File: src/common/nec_pkg.sv
// Notes on behaviour
// - With row erase enabled and flash selected, the next start erases the flash row under the table pointer.
// - A row erase ignores the six low table pointer bits and covers the whole row.
// - Hardware clears the row erase enable when the row erase finishes.
// - With row erase disabled, a start performs only a write cycle.
// - Setting the start bit together with the write enable launches an EEPROM or program memory cycle as selected.
// - The cycle is self-timed and hardware clears the start bit on completion.
`default_nettype none

package nec_pkg;

	// ==========================================================================
	// Timing
	// ==========================================================================
	localparam int unsigned CLK_PERIOD_NS = 100;
	localparam int unsigned CYCLE_TIME_US = 2000;
	// Least time rounds up to whole clock cycles.
	localparam int unsigned CYCLE_CYCLES  = (CYCLE_TIME_US * 1000 + CLK_PERIOD_NS - 1) / CLK_PERIOD_NS;

	// ==========================================================================
	// Register map
	// ==========================================================================
	localparam int unsigned ADDR_W     = 3;
	localparam int unsigned DATA_W     = 8;
	localparam int unsigned TP_W       = 22;
	localparam int unsigned ROW_LSB_W  = 6;
	localparam logic [2:0]  OFS_CTRL   = 3'h0;
	localparam logic [2:0]  OFS_TP_LO  = 3'h1;
	localparam logic [2:0]  OFS_TP_HI  = 3'h2;
	localparam logic [2:0]  OFS_TP_UP  = 3'h3;
	localparam logic [2:0]  OFS_INT_ST = 3'h4;
	localparam logic [2:0]  OFS_INT_MK = 3'h5;

	// ==========================================================================
	// Control register fields
	// ==========================================================================
	localparam int unsigned CTRL_SEL_BIT   = 7;
	localparam int unsigned CTRL_CFG_BIT   = 6;
	localparam int unsigned CTRL_FREE_BIT  = 4;
	localparam int unsigned CTRL_ERR_BIT   = 3;
	localparam int unsigned CTRL_PGEN_BIT  = 2;
	localparam int unsigned CTRL_START_BIT = 1;
	localparam logic [7:0]  CTRL_RESET     = 8'h00;

	// ==========================================================================
	// Interrupt status and mask fields
	// ==========================================================================
	localparam int unsigned INT_DONE_BIT = 0;
	localparam int unsigned INT_ERR_BIT  = 1;
	localparam logic [1:0]  INT_RESET    = 2'h0;

	// ==========================================================================
	// Sequencer states
	// ==========================================================================
	typedef enum logic [2:0]
	{
		NEC_IDLE  = 3'b001,
		NEC_ERASE = 3'b010,
		NEC_WRITE = 3'b100
	} nec_state_t;

endpackage : nec_pkg

`default_nettype wire

File: src/verilog/nec_cycle_timer.sv
`timescale 1ns/1ps
`default_nettype none

module nec_cycle_timer
#(
	parameter int unsigned CYCLES = nec_pkg::CYCLE_CYCLES,
	parameter int unsigned CNT_W  = $clog2(CYCLES + 1)
)
(
	input  wire logic clk_in,
	input  wire logic rst_n_in,
	input  wire logic start_in,
	input  wire logic abort_in,
	output var  logic done_out,
	output var  logic busy_out
);

	// ==========================================================================
	// State
	// ==========================================================================
	typedef struct packed
	{
		logic             busy;
		logic             done;
		logic [CNT_W-1:0] cnt;
	} nec_tmr_state_t;

	localparam logic [CNT_W-1:0] LAST = CNT_W'(CYCLES - 1);

	nec_tmr_state_t s_q;
	nec_tmr_state_t s_d;

	// Counts the self-timed cycle; an abort wins over a start.
	always_comb
	begin
		s_d      = s_q;
		s_d.done = 1'b0;
		if (abort_in)
		begin
			s_d.busy = 1'b0;
			s_d.cnt  = '0;
		end
		else if (start_in)
		begin
			s_d.busy = 1'b1;
			s_d.cnt  = '0;
		end
		else if (s_q.busy)
		begin
			if (s_q.cnt == LAST)
			begin
				s_d.busy = 1'b0;
				s_d.done = 1'b1;
				s_d.cnt  = '0;
			end
			else
			begin
				s_d.cnt = CNT_W'(s_q.cnt + 1'b1);
			end
		end
	end

	// Registers the timer state.
	always_ff @(posedge clk_in or negedge rst_n_in)
	begin
		if (!rst_n_in)
			s_q <= '0;
		else
			s_q <= s_d;
	end

	assign done_out = s_q.done;
	assign busy_out = s_q.busy;

endmodule : nec_cycle_timer

`default_nettype wire

File: src/verilog/nec_ctrl.sv
`timescale 1ns/1ps
`default_nettype none

module nec_ctrl
#(
	parameter int unsigned CYCLE_CYCLES = nec_pkg::CYCLE_CYCLES
)
(
	input  wire logic                        clock_in,
	input  wire logic                        arst_n_in,
	input  wire logic                        reset_req_in,
	input  wire logic [nec_pkg::ADDR_W-1:0]  addr_in,
	input  wire logic [nec_pkg::DATA_W-1:0]  wdata_in,
	input  wire logic                        wr_in,
	input  wire logic                        rd_in,
	output var  logic [nec_pkg::DATA_W-1:0]  rdata_out,
	output var  logic                        irq_out,
	output var  logic                        erase_active_out,
	output var  logic                        write_active_out,
	output var  logic                        flash_or_eeprom_select_out,
	output var  logic                        config_space_select_out,
	output var  logic [nec_pkg::TP_W-1:0]    nvm_addr_out
);

	// ==========================================================================
	// Reset release
	// ==========================================================================
	logic [1:0] rst_sync_q;
	logic       rst_n;

	// Releases the asynchronous reset through two flip-flops.
	always_ff @(posedge clock_in or negedge arst_n_in)
	begin
		if (!arst_n_in)
			rst_sync_q <= 2'h0;
		else
			rst_sync_q <= {rst_sync_q[0], 1'b1};
	end

	assign rst_n = rst_sync_q[1];

	// ==========================================================================
	// State
	// ==========================================================================
	typedef struct packed
	{
		nec_pkg::nec_state_t          st;
		logic                         sel;
		logic                         cfg;
		logic                         free;
		logic                         err;
		logic                         pgen;
		logic                         start;
		logic [nec_pkg::TP_W-1:0]     tp;
		logic [nec_pkg::TP_W-1:0]     addr;
		logic                         erase_act;
		logic                         write_act;
		logic                         flash_sel;
		logic                         cfg_sel;
		logic [1:0]                   int_st;
		logic [1:0]                   int_mk;
		logic [nec_pkg::DATA_W-1:0]   rdata;
		logic                         irq;
	} nec_ctrl_state_t;

	localparam nec_ctrl_state_t CTRL_RST = '{st: nec_pkg::NEC_IDLE, default: '0};

	nec_ctrl_state_t s_q;
	nec_ctrl_state_t s_d;
	logic            tmr_done;
	logic            tmr_busy;
	logic            launch;
	logic            busy;
	logic            is_erase;

	// ==========================================================================
	// Register read decode
	// ==========================================================================
	function automatic logic [7:0] nec_read(input nec_ctrl_state_t s, input logic [2:0] a);
		logic [7:0] v;
		v = 8'h00;
		unique case (a)
			nec_pkg::OFS_CTRL:
			begin
				v[nec_pkg::CTRL_SEL_BIT]   = s.sel;
				v[nec_pkg::CTRL_CFG_BIT]   = s.cfg;
				v[nec_pkg::CTRL_FREE_BIT]  = s.free;
				v[nec_pkg::CTRL_ERR_BIT]   = s.err;
				v[nec_pkg::CTRL_PGEN_BIT]  = s.pgen;
				v[nec_pkg::CTRL_START_BIT] = s.start;
			end
			nec_pkg::OFS_TP_LO:  v = s.tp[7:0];
			nec_pkg::OFS_TP_HI:  v = s.tp[15:8];
			nec_pkg::OFS_TP_UP:  v = {2'h0, s.tp[21:16]};
			nec_pkg::OFS_INT_ST: v = {6'h00, s.int_st};
			nec_pkg::OFS_INT_MK: v = {6'h00, s.int_mk};
			default:             v = 8'h00;
		endcase
		return v;
	endfunction : nec_read

	// ==========================================================================
	// Cycle timer
	// ==========================================================================
	nec_cycle_timer
	#(
		.CYCLES   (CYCLE_CYCLES)
	)
	u_timer
	(
		.clk_in   (clock_in),
		.rst_n_in (rst_n),
		.start_in (launch),
		.abort_in (reset_req_in),
		.done_out (tmr_done),
		.busy_out (tmr_busy)
	);

	// A start needs the enable in the same write, an idle sequencer and no reset.
	assign busy     = (s_q.st != nec_pkg::NEC_IDLE);
	assign launch   = wr_in && (addr_in == nec_pkg::OFS_CTRL) && wdata_in[nec_pkg::CTRL_START_BIT]
		&& wdata_in[nec_pkg::CTRL_PGEN_BIT] && !busy && !reset_req_in;
	assign is_erase = s_q.free && s_q.sel;

	// ==========================================================================
	// Next state
	// ==========================================================================
	// Register writes, cycle launch, completion, reset abort and interrupts.
	always_comb
	begin
		s_d       = s_q;
		s_d.rdata = 8'h00;
		if (rd_in)
		begin
			s_d.rdata = nec_read(s_q, addr_in);
			if (addr_in == nec_pkg::OFS_INT_ST)
				s_d.int_st = 2'h0;
		end
		if (wr_in && !reset_req_in)
		begin
			unique case (addr_in)
				nec_pkg::OFS_CTRL:
				begin
					// Selects and row erase enable hold still while a cycle runs.
					if (!busy)
					begin
						s_d.sel  = wdata_in[nec_pkg::CTRL_SEL_BIT];
						s_d.cfg  = wdata_in[nec_pkg::CTRL_CFG_BIT];
						s_d.free = wdata_in[nec_pkg::CTRL_FREE_BIT];
					end
					s_d.err  = wdata_in[nec_pkg::CTRL_ERR_BIT];
					s_d.pgen = wdata_in[nec_pkg::CTRL_PGEN_BIT];
				end
				nec_pkg::OFS_TP_LO:  s_d.tp[7:0]   = wdata_in;
				nec_pkg::OFS_TP_HI:  s_d.tp[15:8]  = wdata_in;
				nec_pkg::OFS_TP_UP:  s_d.tp[21:16] = wdata_in[5:0];
				nec_pkg::OFS_INT_MK: s_d.int_mk    = wdata_in[1:0];
				default:             s_d.int_mk    = s_q.int_mk;
			endcase
		end
		if (launch)
		begin
			// Erase uses the written selects so one write can set up and start.
			s_d.start     = 1'b1;
			s_d.flash_sel = wdata_in[nec_pkg::CTRL_SEL_BIT];
			s_d.cfg_sel   = wdata_in[nec_pkg::CTRL_CFG_BIT];
			if (wdata_in[nec_pkg::CTRL_FREE_BIT] && wdata_in[nec_pkg::CTRL_SEL_BIT])
			begin
				s_d.st        = nec_pkg::NEC_ERASE;
				s_d.erase_act = 1'b1;
				s_d.addr      = {s_q.tp[21:6], 6'h00};
			end
			else
			begin
				s_d.st        = nec_pkg::NEC_WRITE;
				s_d.write_act = 1'b1;
				s_d.addr      = s_q.tp;
			end
		end
		if (busy && tmr_done && !reset_req_in)
		begin
			s_d.st        = nec_pkg::NEC_IDLE;
			s_d.start     = 1'b0;
			s_d.erase_act = 1'b0;
			s_d.write_act = 1'b0;
			s_d.err       = 1'b0;
			s_d.int_st[nec_pkg::INT_DONE_BIT] = 1'b1;
			if (s_q.st == nec_pkg::NEC_ERASE)
				s_d.free = 1'b0;
		end
		if (reset_req_in)
		begin
			// A device reset aborts the cycle but keeps both memory selects.
			if (busy)
			begin
				s_d.err = 1'b1;
				s_d.int_st[nec_pkg::INT_ERR_BIT] = 1'b1;
			end
			s_d.st        = nec_pkg::NEC_IDLE;
			s_d.start     = 1'b0;
			s_d.pgen      = 1'b0;
			s_d.free      = 1'b0;
			s_d.erase_act = 1'b0;
			s_d.write_act = 1'b0;
		end
		s_d.irq = |(s_d.int_st & s_d.int_mk);
	end

	// Registers the whole control state.
	always_ff @(posedge clock_in or negedge rst_n)
	begin
		if (!rst_n)
			s_q <= CTRL_RST;
		else
			s_q <= s_d;
	end

	// Outputs come straight from the state flip-flops.
	assign rdata_out                  = s_q.rdata;
	assign irq_out                    = s_q.irq;
	assign erase_active_out           = s_q.erase_act;
	assign write_active_out           = s_q.write_act;
	assign flash_or_eeprom_select_out = s_q.flash_sel;
	assign config_space_select_out    = s_q.cfg_sel;
	assign nvm_addr_out               = s_q.addr;

	// Counts cycles since launch so the self-timed length can be checked.
	logic [31:0] run_cnt_q;

	always_ff @(posedge clock_in or negedge rst_n)
	begin
		if (!rst_n)
			run_cnt_q <= 32'h0000_0000;
		else if (launch)
			run_cnt_q <= 32'h0000_0000;
		else if (s_q.start)
			run_cnt_q <= run_cnt_q + 32'h0000_0001;
	end
endmodule : nec_ctrl

`default_nettype wire

File: config.mk
export PLATFORM = sky130hd
export DESIGN_NAME = nec_ctrl
export DESIGN_NICKNAME = d
export VERILOG_FILES = /design/src/common/nec_pkg.sv /design/src/verilog/nec_cycle_timer.sv /design/src/verilog/nec_ctrl.sv
export SDC_FILE = /design/constraint.sdc
export NUM_CORES = 1
export LEC_CHECK = 0
export ABC_AREA = 1
export BUFFER_PORTS_ARGS = -buffer_cell sky130_fd_sc_hd__buf_4
export CAP_MARGIN = 40
export CORE_MARGIN = 4
export CORE_UTILIZATION = 63
export CTS_CLUSTER_DIAMETER = 120
export DETAILED_ROUTE_END_ITERATION = 6
export PLACE_DENSITY = 0.82
export SLEW_MARGIN = 0
export SYNTH_ARGS = -nofsm -noshare
export SYNTH_HDL_FRONTEND = slang
export SYNTH_SLANG_ARGS = --single-unit
File: constraint.sdc
create_clock -name clock_in -period 5.65 [get_ports clock_in]
set_input_delay 0 -clock clock_in [delete_from_list [all_inputs] [get_ports clock_in]]
set_output_delay 0 -clock clock_in [all_outputs]
set_load 0.02 [all_outputs]
==> run metrics, run 1 <==
Worst-path clk slew=0.09 ns; Via density=5.36; CP max stage cell=dfstp_2; fraction of layout cells with a size suffix above 1=0.180; drt wl/cell=14.6 um; setup TNS=0 ns; CTS root buffer=clkbuf_8; CTS sink cnt=89; GRT Util Overall=0.237; hpwl dp=6500 um; vias in the first global route=3,288; nets=558; Reg2Reg Setup Slack=3.91 ns; Mapped Cells=504; total design power=1.39 mW; cells on worst reg2reg path=7; Crit path depth=7; min Tclk post-route=1.74 ns; Worst path max stage delay=0.54 ns; Critical Path Start=s_q[67]; clk_skew=0.00999 ns; critical path class=register to register; Yosys cell types=31; Post-CTS Hold Buffers=13; Initial Utilization=0.664; Synth top area share=0.508; area grow syn2layout=11.7%; Yosys warnings=0; commonest non-fill, non-tap cell in the layout=nand2_1; TritonCTS clock tree=yes; GRT overflow=0; Reg-to-Reg End=nvm_addr_out[18]; antenna diode count=0; Seq/Total Area, Yosys=0.514; htree depth=3; GPL Wtd Cong=0.912; Die Ht=90.9 um; Max-Cap Viols=0; WP data required=5.89 ns; Post-Syn Area=4330 um2; Crit Reg-Reg Startpoint=s_q[67]; IO Count=51; Crit Path Max Fanout=40; Fin. Hold Viols=0; commonest cells after routing, fill and taps aside=136 x nand2_1, 87 x dfrtp_1, 57 x inv_1, 50 x buf_4, 48 x o21ai_0; Fin Hold WS=0.0402 ns; Critical Path End=nvm_addr_out[18]; clk_lat worst skew=0.36 ns; First-pass DRT Iterations=5; via count=3,326; Fmax=576 MHz; WP data arrival=1.97 ns; final wirelength=9080 um; Leak=2.49 nW; worst slew pin tran=0.505 ns; Cell Pwr Density=286 nW/um2; crit-path cells=nand3_1, nor2_4, nand2_4, nor2_8, inv_4, nand2_1, o21ai_2; Seq cells post-synth=89; peak supply drop=183 uV; pin count of the biggest net entering global routing=51; CP Capture Type=register; Syn Nets=523; hold crit path type=input port to register; Final setup viols=0; cts bufs inserted=9; synthesized area per cell=8.60 um2; cell taking the most area after synthesis=dfrtp_1; post-route ant nets=0; unrepaired setup endpoints after global routing=false; Worst slew margin=0.663; first-pass GRT wire length=15,800 um; DRC=0; CP top delay family=simple AND/OR/NAND/NOR gates; largest cells by area after synthesis=dfrtp_1 51%, nand2_1 12%, o21ai_0 5.5%; initial antenna violation count=0; Final period util=0.307; Die Area=8270 um2; Hold Path Stages=4; CTS resizes=0; post-CTS setup buffer count=0; status=finished clean; Final Max Tran Viols=0; fillers=471; Clock Path Buffers=2; Die Wd=90.9 um; Iteration-0 DRC Markers=239; core area=6530 um2; Core Rows=29; PortBufs=50; CP Buf/Inv Count=1; startpoint type of the worst setup path=register
==> final cells by class <==
class | count | area, um2 | share of cell area
inverter | 60 | 228 | 0.0470
timing repair buffer | 64 | 533 | 0.110
clock inverter | 6 | 66.3 | 0.0137
tap | 77 | 96.3 | 0.0199
sequential | 89 | 2230 | 0.461
multi-input combinational | 315 | 1560 | 0.322
clock buffer | 10 | 128 | 0.0263
==> state kept, by name (all words and copies together), names as in the netlist <==
register                    cells
irq_out                         1
s_q                            35
u_timer.done_out                1
nvm_addr_out                   22
rst_sync_q                      2
flash_or_eeprom_select_out      1
write_active_out                1
u_timer.busy_out                1
u_timer.s_q                    15
erase_active_out                1
config_space_select_out         1
rdata_out                       8
==> kinds of logic (layout without fill, tap and decap cells) <==
group / count (synthesis) / after routing / share of synthesized area
AND/OR/NAND/NOR: 221 / 221 / 0.222
buffers and inverters: 100 / 140 / 0.126
adder cells (fa/ha/maj): 3 / 3 / 0.00866
flip-flops: 89 / 89 / 0.514
XOR/XNOR: 7 / 7 / 0.0141
other: 1 / 1 / 0.000865
AO/OA/AOI/OAI: 83 / 83 / 0.114
==> cells in the mapped netlist, drive strengths merged <==
cell,instances
ha,3
nor3,3
inv,60
xnor2,2
a41oi,1
buf,40
dfstp,1
nor2,38
a21oi,7
xor2,5
dfrtp,88
nand2,141
a31oi,2
nand4,8
or2,2
o221ai,2
o21ai,67
o22ai,4
nand3,28
conb,1
nand3b,1
==> metrics by stage <==
| stage | setup slack, ns | area [um2] | utilization | cells |
|---|---|---|---|---|
| 4_1_cts | 3.93 | 4840 | 0.742 | 621 |
| 2_1_floorplan | 2.99 | 4330 | - | 504 |
| 5_1_grt | 3.79 | 4840 | 0.742 | 621 |
| 3_3_place_gp | 4.06 | 4490 | 0.688 | 591 |
| 6_report | 3.91 | 4840 | 0.742 | 621 |
| 3_5_place_dp | 3.95 | 4520 | 0.692 | 592 |
==> report_power, final <==
group | internal [mW] | switching, mW
Sequential | 0.701 | 0.0430
Combinational | 0.0819 | 0.126
Clock | 0.205 | 0.229
==> how the worst min path moves through the flow <==
stage	from	endpoint	slack, ns
3_3_place_gp	arst_n_in	rst_sync_q[0]	-0.22
4_1_cts	addr_in[0]	s_q[63]	0.03
2_1_floorplan	arst_n_in	rst_sync_q[0]	-0.30
5_1_grt	addr_in[0]	s_q[63]	0.03
3_5_place_dp	arst_n_in	rst_sync_q[0]	-0.22
6_report	addr_in[0]	s_q[63]	0.04
==> worst reg2reg max path, cell delays in order, from the launching register on <==
cell	delay (ns)
dfstp_2	0.54
nand3_1	0.18
nor2_4	0.16
nand2_4	0.14
nor2_8	0.19
inv_4	0.19
nand2_1	0.16
o21ai_2	0.06
==> layer usage <==
metal	share of wire	track usage
met5	0	0
met4	0.024	0.106
met2	0.45	0.347
met1	0.47	0.341
met3	0.056	0.0545
Note: power is estimated with default switching activity, not from simulation.
==> run 2: changes to the inputs <==
--- a/config.mk
+++ b/config.mk
@@ -9,10 +9,10 @@
 export BUFFER_PORTS_ARGS = -buffer_cell sky130_fd_sc_hd__buf_4
 export CAP_MARGIN = 40
 export CORE_MARGIN = 4
-export CORE_UTILIZATION = 63
+export CORE_UTILIZATION = 58
 export CTS_CLUSTER_DIAMETER = 120
 export DETAILED_ROUTE_END_ITERATION = 6
-export PLACE_DENSITY = 0.82
+export PLACE_DENSITY = 0.76
 export SLEW_MARGIN = 0
 export SYNTH_ARGS = -nofsm -noshare
 export SYNTH_HDL_FRONTEND = slang
==> constraint.sdc (replaced) <==
create_clock -name clock_in -period 1.7 [get_ports clock_in]
set_input_delay 0 -clock clock_in [delete_from_list [all_inputs] [get_ports clock_in]]
set_output_delay 0 -clock clock_in [all_outputs]
set_load 0.02 [all_outputs]
==> run metrics, run 2 (synthesis results as in run 1) <==
status=finished clean (unchanged); WP data required=1.95 ns (was 5.89 ns); Die Ht=94.4 um (was 90.9 um); Seq pwr share=0.546 (was 0.537); Combinational Power Share=0.154 (was 0.150); CP Capture Type=register (unchanged); total design power=4.52 mW (was 1.39 mW); min Tclk post-route=1.59 ns (was 1.74 ns); cts bufs inserted=9 (unchanged); GRT Util Overall=0.230 (was 0.237); Clock Path Buffers=2 (unchanged); first-pass GRT wire length=15,900 um (was 15,800 um); pin count of the biggest net entering global routing=43 (was 51); Clock Power Share=0.301 (was 0.314); unrepaired setup endpoints after global routing=false (unchanged); Core Rows=31 (was 29); nets=563 (was 558); First-pass DRT Iterations=5 (unchanged); Die Area=8920 um2 (was 8270 um2); WP data arrival=1.84 ns (was 1.97 ns); CTS sink cnt=89 (unchanged); Die Wd=94.4 um (was 90.9 um); Initial Utilization=0.598 (was 0.664); largest register by flop count=s_q (unchanged); IO Count=51 (unchanged); Core Util, Final=0.676 (was 0.742); commonest cells after routing, fill and taps aside=136 x nand2_1, 87 x dfrtp_1, 57 x inv_1, 54 x buf_4, 48 x o21ai_0 (was 136 x nand2_1, 87 x dfrtp_1, 57 x inv_1, 50 x buf_4, 48 x o21ai_0); drt wl/cell=14.4 um (was 14.6 um); final wirelength=9360 um (was 9080 um); core area=7250 um2 (was 6530 um2); crit-path cells=nand3_1, nor2_4, nand2_8, nor2_8, inv_6, nand2_1, o21ai_2 (was nand3_1, nor2_4, nand2_4, nor2_8, inv_4, nand2_1, o21ai_2); post-route ant nets=0 (unchanged); Crit Path Max Fanout=40 (unchanged); Fmax=628 MHz (was 576 MHz); switching fraction of total power=0.297 (was 0.287); Max-Cap Viols=0 (unchanged); GRT overflow=0 (unchanged); final worst slack=0.107 ns (was 3.91 ns); hpwl dp=6630 um (was 6500 um); fraction of layout cells with a size suffix above 1=0.189 (was 0.180); DRC=0 (unchanged); Leak=2.49 nW (about the same); area grow syn2layout=13.2% (was 11.7%); CTS root buffer=clkbuf_8 (unchanged); antenna diode count=0 (unchanged); TritonCTS clock tree=yes (unchanged); Final setup viols=0 (unchanged); startpoint type of the worst setup path=register (unchanged); commonest non-fill, non-tap cell in the layout=nand2_1 (unchanged); peak supply drop=472 uV (was 183 uV); PortBufs=50 (unchanged); Worst slew margin=0.666 (was 0.663); worst slew pin tran=0.499 ns (was 0.505 ns); Worst-path clk slew=0.09 ns (about the same); Cell Pwr Density=922 nW/um2 (was 286 nW/um2); htree depth=3 (unchanged); CP Buf/Inv Count=1 (unchanged); Via density=5.26 (was 5.36); P_sw=1.34 mW (was 398 uW); post-CTS setup buffer count=0 (unchanged); clk_lat worst skew=0.36 ns (about the same); Pint=3.18 mW (was 988 uW); vias in the first global route=3,341 (was 3,288); Largest register FFs=35 (unchanged); Worst path max stage delay=0.55 ns (was 0.54 ns); via count=3,407 (was 3,326); hold crit path type=input port to register (unchanged); CP max stage cell=dfstp_2 (unchanged); critical path class=register to register (unchanged); fillers=580 (was 471); CP top delay family=simple AND/OR/NAND/NOR gates (unchanged); Final period util=0.937 (was 0.307); initial antenna violation count=0 (unchanged); Iteration-0 DRC Markers=242 (was 239); GPL Wtd Cong=0.886 (was 0.912); Final Max Tran Viols=0 (unchanged); clk_skew=0.0137 ns (was 0.00999 ns); setup TNS=0 ns (unchanged); dpl ws=0.0773 ns (was 3.95 ns); Fin. Hold Viols=0 (unchanged)
[run 2: metal layers]
layer	wire length, um	part of all wire	vias to the layer above	track usage
li1	-	-	1657	-
met1	4270	0.46	1628	0.326
met2	4350	0.46	109	0.356
met3	616	0.066	13	0.0550
met4	125	0.013	0	0.0650
met5	0	0	-	0
[run 2: cell type report]
cell class                      count  area [um2]  share of cell area
Tap cell                           99         124              0.0252
Multi-Input combinational cell    316        1580               0.323
Clock inverter                      5        40.0             0.00816
Timing Repair Buffer               68         556               0.113
Clock buffer                       11         141              0.0288
Sequential cell                    89        2230               0.455
Inverter                           60         230              0.0469
[run 2: final timing paths]
kind                               start                to  slack, ns  depth (start not counted)
max in group asynchronous  rst_sync_q[1]  nvm_addr_out[21]       0.89                          1
max                              s_q[67]  nvm_addr_out[16]       0.11                          7
min                                wr_in           s_q[63]       0.02                          3
max reg2reg                      s_q[67]  nvm_addr_out[16]       0.11                          7
min in group asynchronous  rst_sync_q[1]      rdata_out[4]       0.26                          0
min reg2reg                rst_sync_q[1]      rdata_out[4]       0.26                          0
[run 2: worst reg2reg max path, delay by kind of cell, from the launching register on]
| kind | cells | cell delay [ns] |
|---|---|---|
| AOI/OAI and AO/OA | 1 | 0.05 |
| and+or+nand+nor | 5 | 0.75 |
| buffers and inverters | 1 | 0.12 |
| DFF | 1 | 0.55 |
[run 2: power by group through the flow]
stage / Combinational, mW / Clock [mW] / Sequential, mW
after floorplan: 0.477 / 0 / 2.50
after global placement: 0.660 / 0 / 2.50
after detailed placement: 0.674 / 0 / 2.51
after CTS: 0.700 / 1.38 / 2.47
after global routing: 0.785 / 1.48 / 2.50
final: 0.695 / 1.36 / 2.47
[run 2: what timing repair did]
action,4_1_cts,5_1_grt
hold endpoints to repair,32,0
endpoints found under the setup margin,0,28
resized for setup,0,4
hold buffers,13,0
[run 2: per-stage QoR]
step | hold slack (ns) | cell area, um2 | instances
after floorplan | -0.296 | 4340 | 504
after global placement | -0.217 | 4570 | 618
after detailed placement | -0.216 | 4570 | 618
after CTS | 0.00672 | 4880 | 647
after global routing | 0.0288 | 4910 | 648
final | 0.0187 | 4910 | 648
==> run 3: changes to the inputs <==
--- a/config.mk
+++ b/config.mk
@@ -13,6 +13,7 @@
 export CTS_CLUSTER_DIAMETER = 120
 export DETAILED_ROUTE_END_ITERATION = 6
 export PLACE_DENSITY = 0.76
+export SETUP_SLACK_MARGIN = 0.4
 export SLEW_MARGIN = 0
 export SYNTH_ARGS = -nofsm -noshare
 export SYNTH_HDL_FRONTEND = slang
==> run metrics, run 3 (synthesis results as in run 1) <==
CTS sink cnt=89 (unchanged); dpl ws=0.103 ns (was 0.0773 ns); min-delay src=wdata_in[1] (was wr_in); Core Util, Final=0.731 (was 0.676); Placed Area=4600 um2 (was 4570 um2); placed insts=618 (unchanged); unrepaired setup endpoints after global routing=true (was false); Largest register FFs=35 (unchanged); commonest cells after routing, fill and taps aside=120 x nand2_1, 84 x dfrtp_1, 61 x buf_4, 53 x inv_1, 36 x o21ai_0 (was 136 x nand2_1, 87 x dfrtp_1, 57 x inv_1, 54 x buf_4, 48 x o21ai_0); cts bufs inserted=9 (unchanged); GPL Wtd Cong=0.929 (was 0.886); Crit Path Max Fanout=5 (was 40); post-route ant nets=0 (unchanged); htree depth=3 (unchanged); min Tclk post-route=1.55 ns (was 1.59 ns); startpoint type of the worst setup path=register (unchanged); Die Area=8920 um2 (unchanged); final worst slack=0.145 ns (was 0.107 ns); Final period util=0.915 (was 0.937); Pint=3.39 mW (was 3.18 mW); Max-Cap Viols=0 (unchanged); TritonCTS clock tree=yes (unchanged); Fin Hold WS=0.0383 ns (was 0.0187 ns); Fin. Hold Viols=0 (unchanged); first-pass GRT wire length=16,600 um (was 15,900 um); CTS root buffer=clkbuf_8 (unchanged); Core Rows=31 (unchanged); core area=7250 um2 (unchanged); WP data arrival=1.86 ns (was 1.84 ns); via count=3,581 (was 3,407); Fmax=643 MHz (was 628 MHz); Die Wd=94.4 um (unchanged); met2 WL=5340 um (was 4350 um); crit-path most repeated cell=buf_6; clk_skew=0.00771 ns (was 0.0137 ns); Metal-1 WL=4230 um (was 4270 um); drt wl/cell=16.2 um (was 14.4 um); CP Buf/Inv Count=2 (was 1); Final Max Tran Viols=0 (unchanged); GRT Util Overall=0.246 (was 0.230); Cell Pwr Density=896 nW/um2 (was 922 nW/um2); Clock Power Share=0.323 (was 0.301); IO Count=51 (unchanged); pin count of the biggest net entering global routing=34 (was 43); GRT overflow=0 (unchanged); Via density=5.38 (was 5.26); initial antenna violation count=0 (unchanged); nets=580 (was 563); largest register by flop count=s_q (unchanged); hold crit path type=input port to register (unchanged); Hold Path Stages=3 (unchanged); Crit path depth=8 (was 7); worst hold endpoint=s_q[40] (was s_q[63]); DRC=0 (unchanged); vias in the first global route=3,473 (was 3,341); status=finished clean (unchanged); PortBufs=50 (unchanged); setup TNS=0 ns (unchanged); crit-path cells=nand3_4, nor2_4, nand2_8, nor2_8, buf_6, buf_6, nand3_1, nand2_1 (was nand3_1, nor2_4, nand2_8, nor2_8, inv_6, nand2_1, o21ai_2); Seq pwr share=0.521 (was 0.546); Die Ht=94.4 um (unchanged); top sig layer=met4 (unchanged); Finished Layout Cells=665 (was 648); Crit Reg-Reg Startpoint=s_q[67] (unchanged); area grow syn2layout=22.3% (was 13.2%); final instance area=5300 um2 (was 4910 um2); commonest non-fill, non-tap cell in the layout=nand2_1 (unchanged); Final setup viols=0 (unchanged); clk_lat worst skew=0.37 ns (was 0.36 ns); Leak=2.63 nW (was 2.49 nW); fraction of layout cells with a size suffix above 1=0.295 (was 0.189); Reg-to-Reg End=nvm_addr_out[3] (was nvm_addr_out[16]); total design power=4.75 mW (was 4.52 mW); final wirelength=10,800 um (was 9360 um); First-pass DRT Iterations=5 (unchanged); Initial Utilization=0.598 (unchanged); switching fraction of total power=0.286 (was 0.297); peak supply drop=513 uV (was 472 uV); WP data required=2.01 ns (was 1.95 ns); antenna diode count=0 (unchanged); Iteration-0 DRC Markers=265 (was 242); CP max stage cell=dfstp_2 (unchanged); critical path class=register to register (unchanged); CP Capture Type=register (unchanged); Combinational Power Share=0.155 (was 0.154); Reg2Reg Setup Slack=0.15 ns (was 0.11 ns); Worst-path clk slew=0.09 ns (about the same); CP top delay family=simple AND/OR/NAND/NOR gates (unchanged); cells on worst reg2reg path=8 (was 7); Met3 Wirelength=785 um (was 616 um); hpwl dp=6640 um (was 6630 um); Clock Path Buffers=2 (unchanged); Worst path max stage delay=0.56 ns (was 0.55 ns); P_sw=1.36 mW (was 1.34 mW)
==> run 3: changes by cell type in the layout (fill, tap and decap cells not counted), moves of 4 or more <==
cell     previous run  this run
o21ai_2            16        25
o21ai_0            48        36
inv_1              57        53
nand2_1           136       120
buf_6               0         7
buf_4              54        61
nand2_2             2        15
==> run 3: worst max path at each step <==
stage	from	endpoint	slack, ns
finish	s_q[67]	nvm_addr_out[3]	0.15
global route	s_q[67]	nvm_addr_out[3]	0.08
CTS	s_q[67]	u_timer.s_q[7]	0.25
detailed placement	s_q[67]	nvm_addr_out[18]	0.10
global placement	s_q[67]	nvm_addr_out[18]	0.16
floorplan	s_q[67]	config_space_select_out	0.27
==> run 3: area by class of cell <==
class,instances,area [um2]
Clock buffer,11,151
Clock inverter,5,62.6
Fill cell,541,1950
Inverter,60,240
Multi-Input combinational cell,316,1760
Sequential cell,89,2240
Tap cell,99,124
Timing Repair Buffer,83,707
Timing Repair inverter,2,17.5
==> run 3: metal layers <==
metal	global-route usage	vias to the layer above
met2	0.392	174
met4	0.126	0
met1	0.320	1690
met5	0	-
met3	0.0510	33
li1	-	1684
==> run 3: repair_timing <==
item | CTS | global route
cloned | 4 | 0
pin swaps | 6 | 16
hold endpoints to repair | 29 | 0
resized for setup | 33 | 38
setup buffers | 12 | 2
endpoints found under the setup margin | 47 | 52
hold buffers | 13 | 0
==> run 3: power groups by stage <==
stage	sequential (mW)	combinational [mW]	clock (mW)
final	2.48	0.738	1.54
after global routing	2.50	0.815	1.66
after CTS	2.47	0.720	1.56
after detailed placement	2.51	0.672	0
after global placement	2.50	0.658	0
after floorplan	2.50	0.480	0
==> run 3: worst reg2reg max path, stage by stage (launching register included) <==
cell and delay [ns]:
dfstp_2 0.56, nand3_4 0.08, nor2_4 0.19, nand2_8 0.10
nor2_8 0.15, buf_6 0.12, buf_6 0.11, nand3_1 0.09
nand2_1 0.08
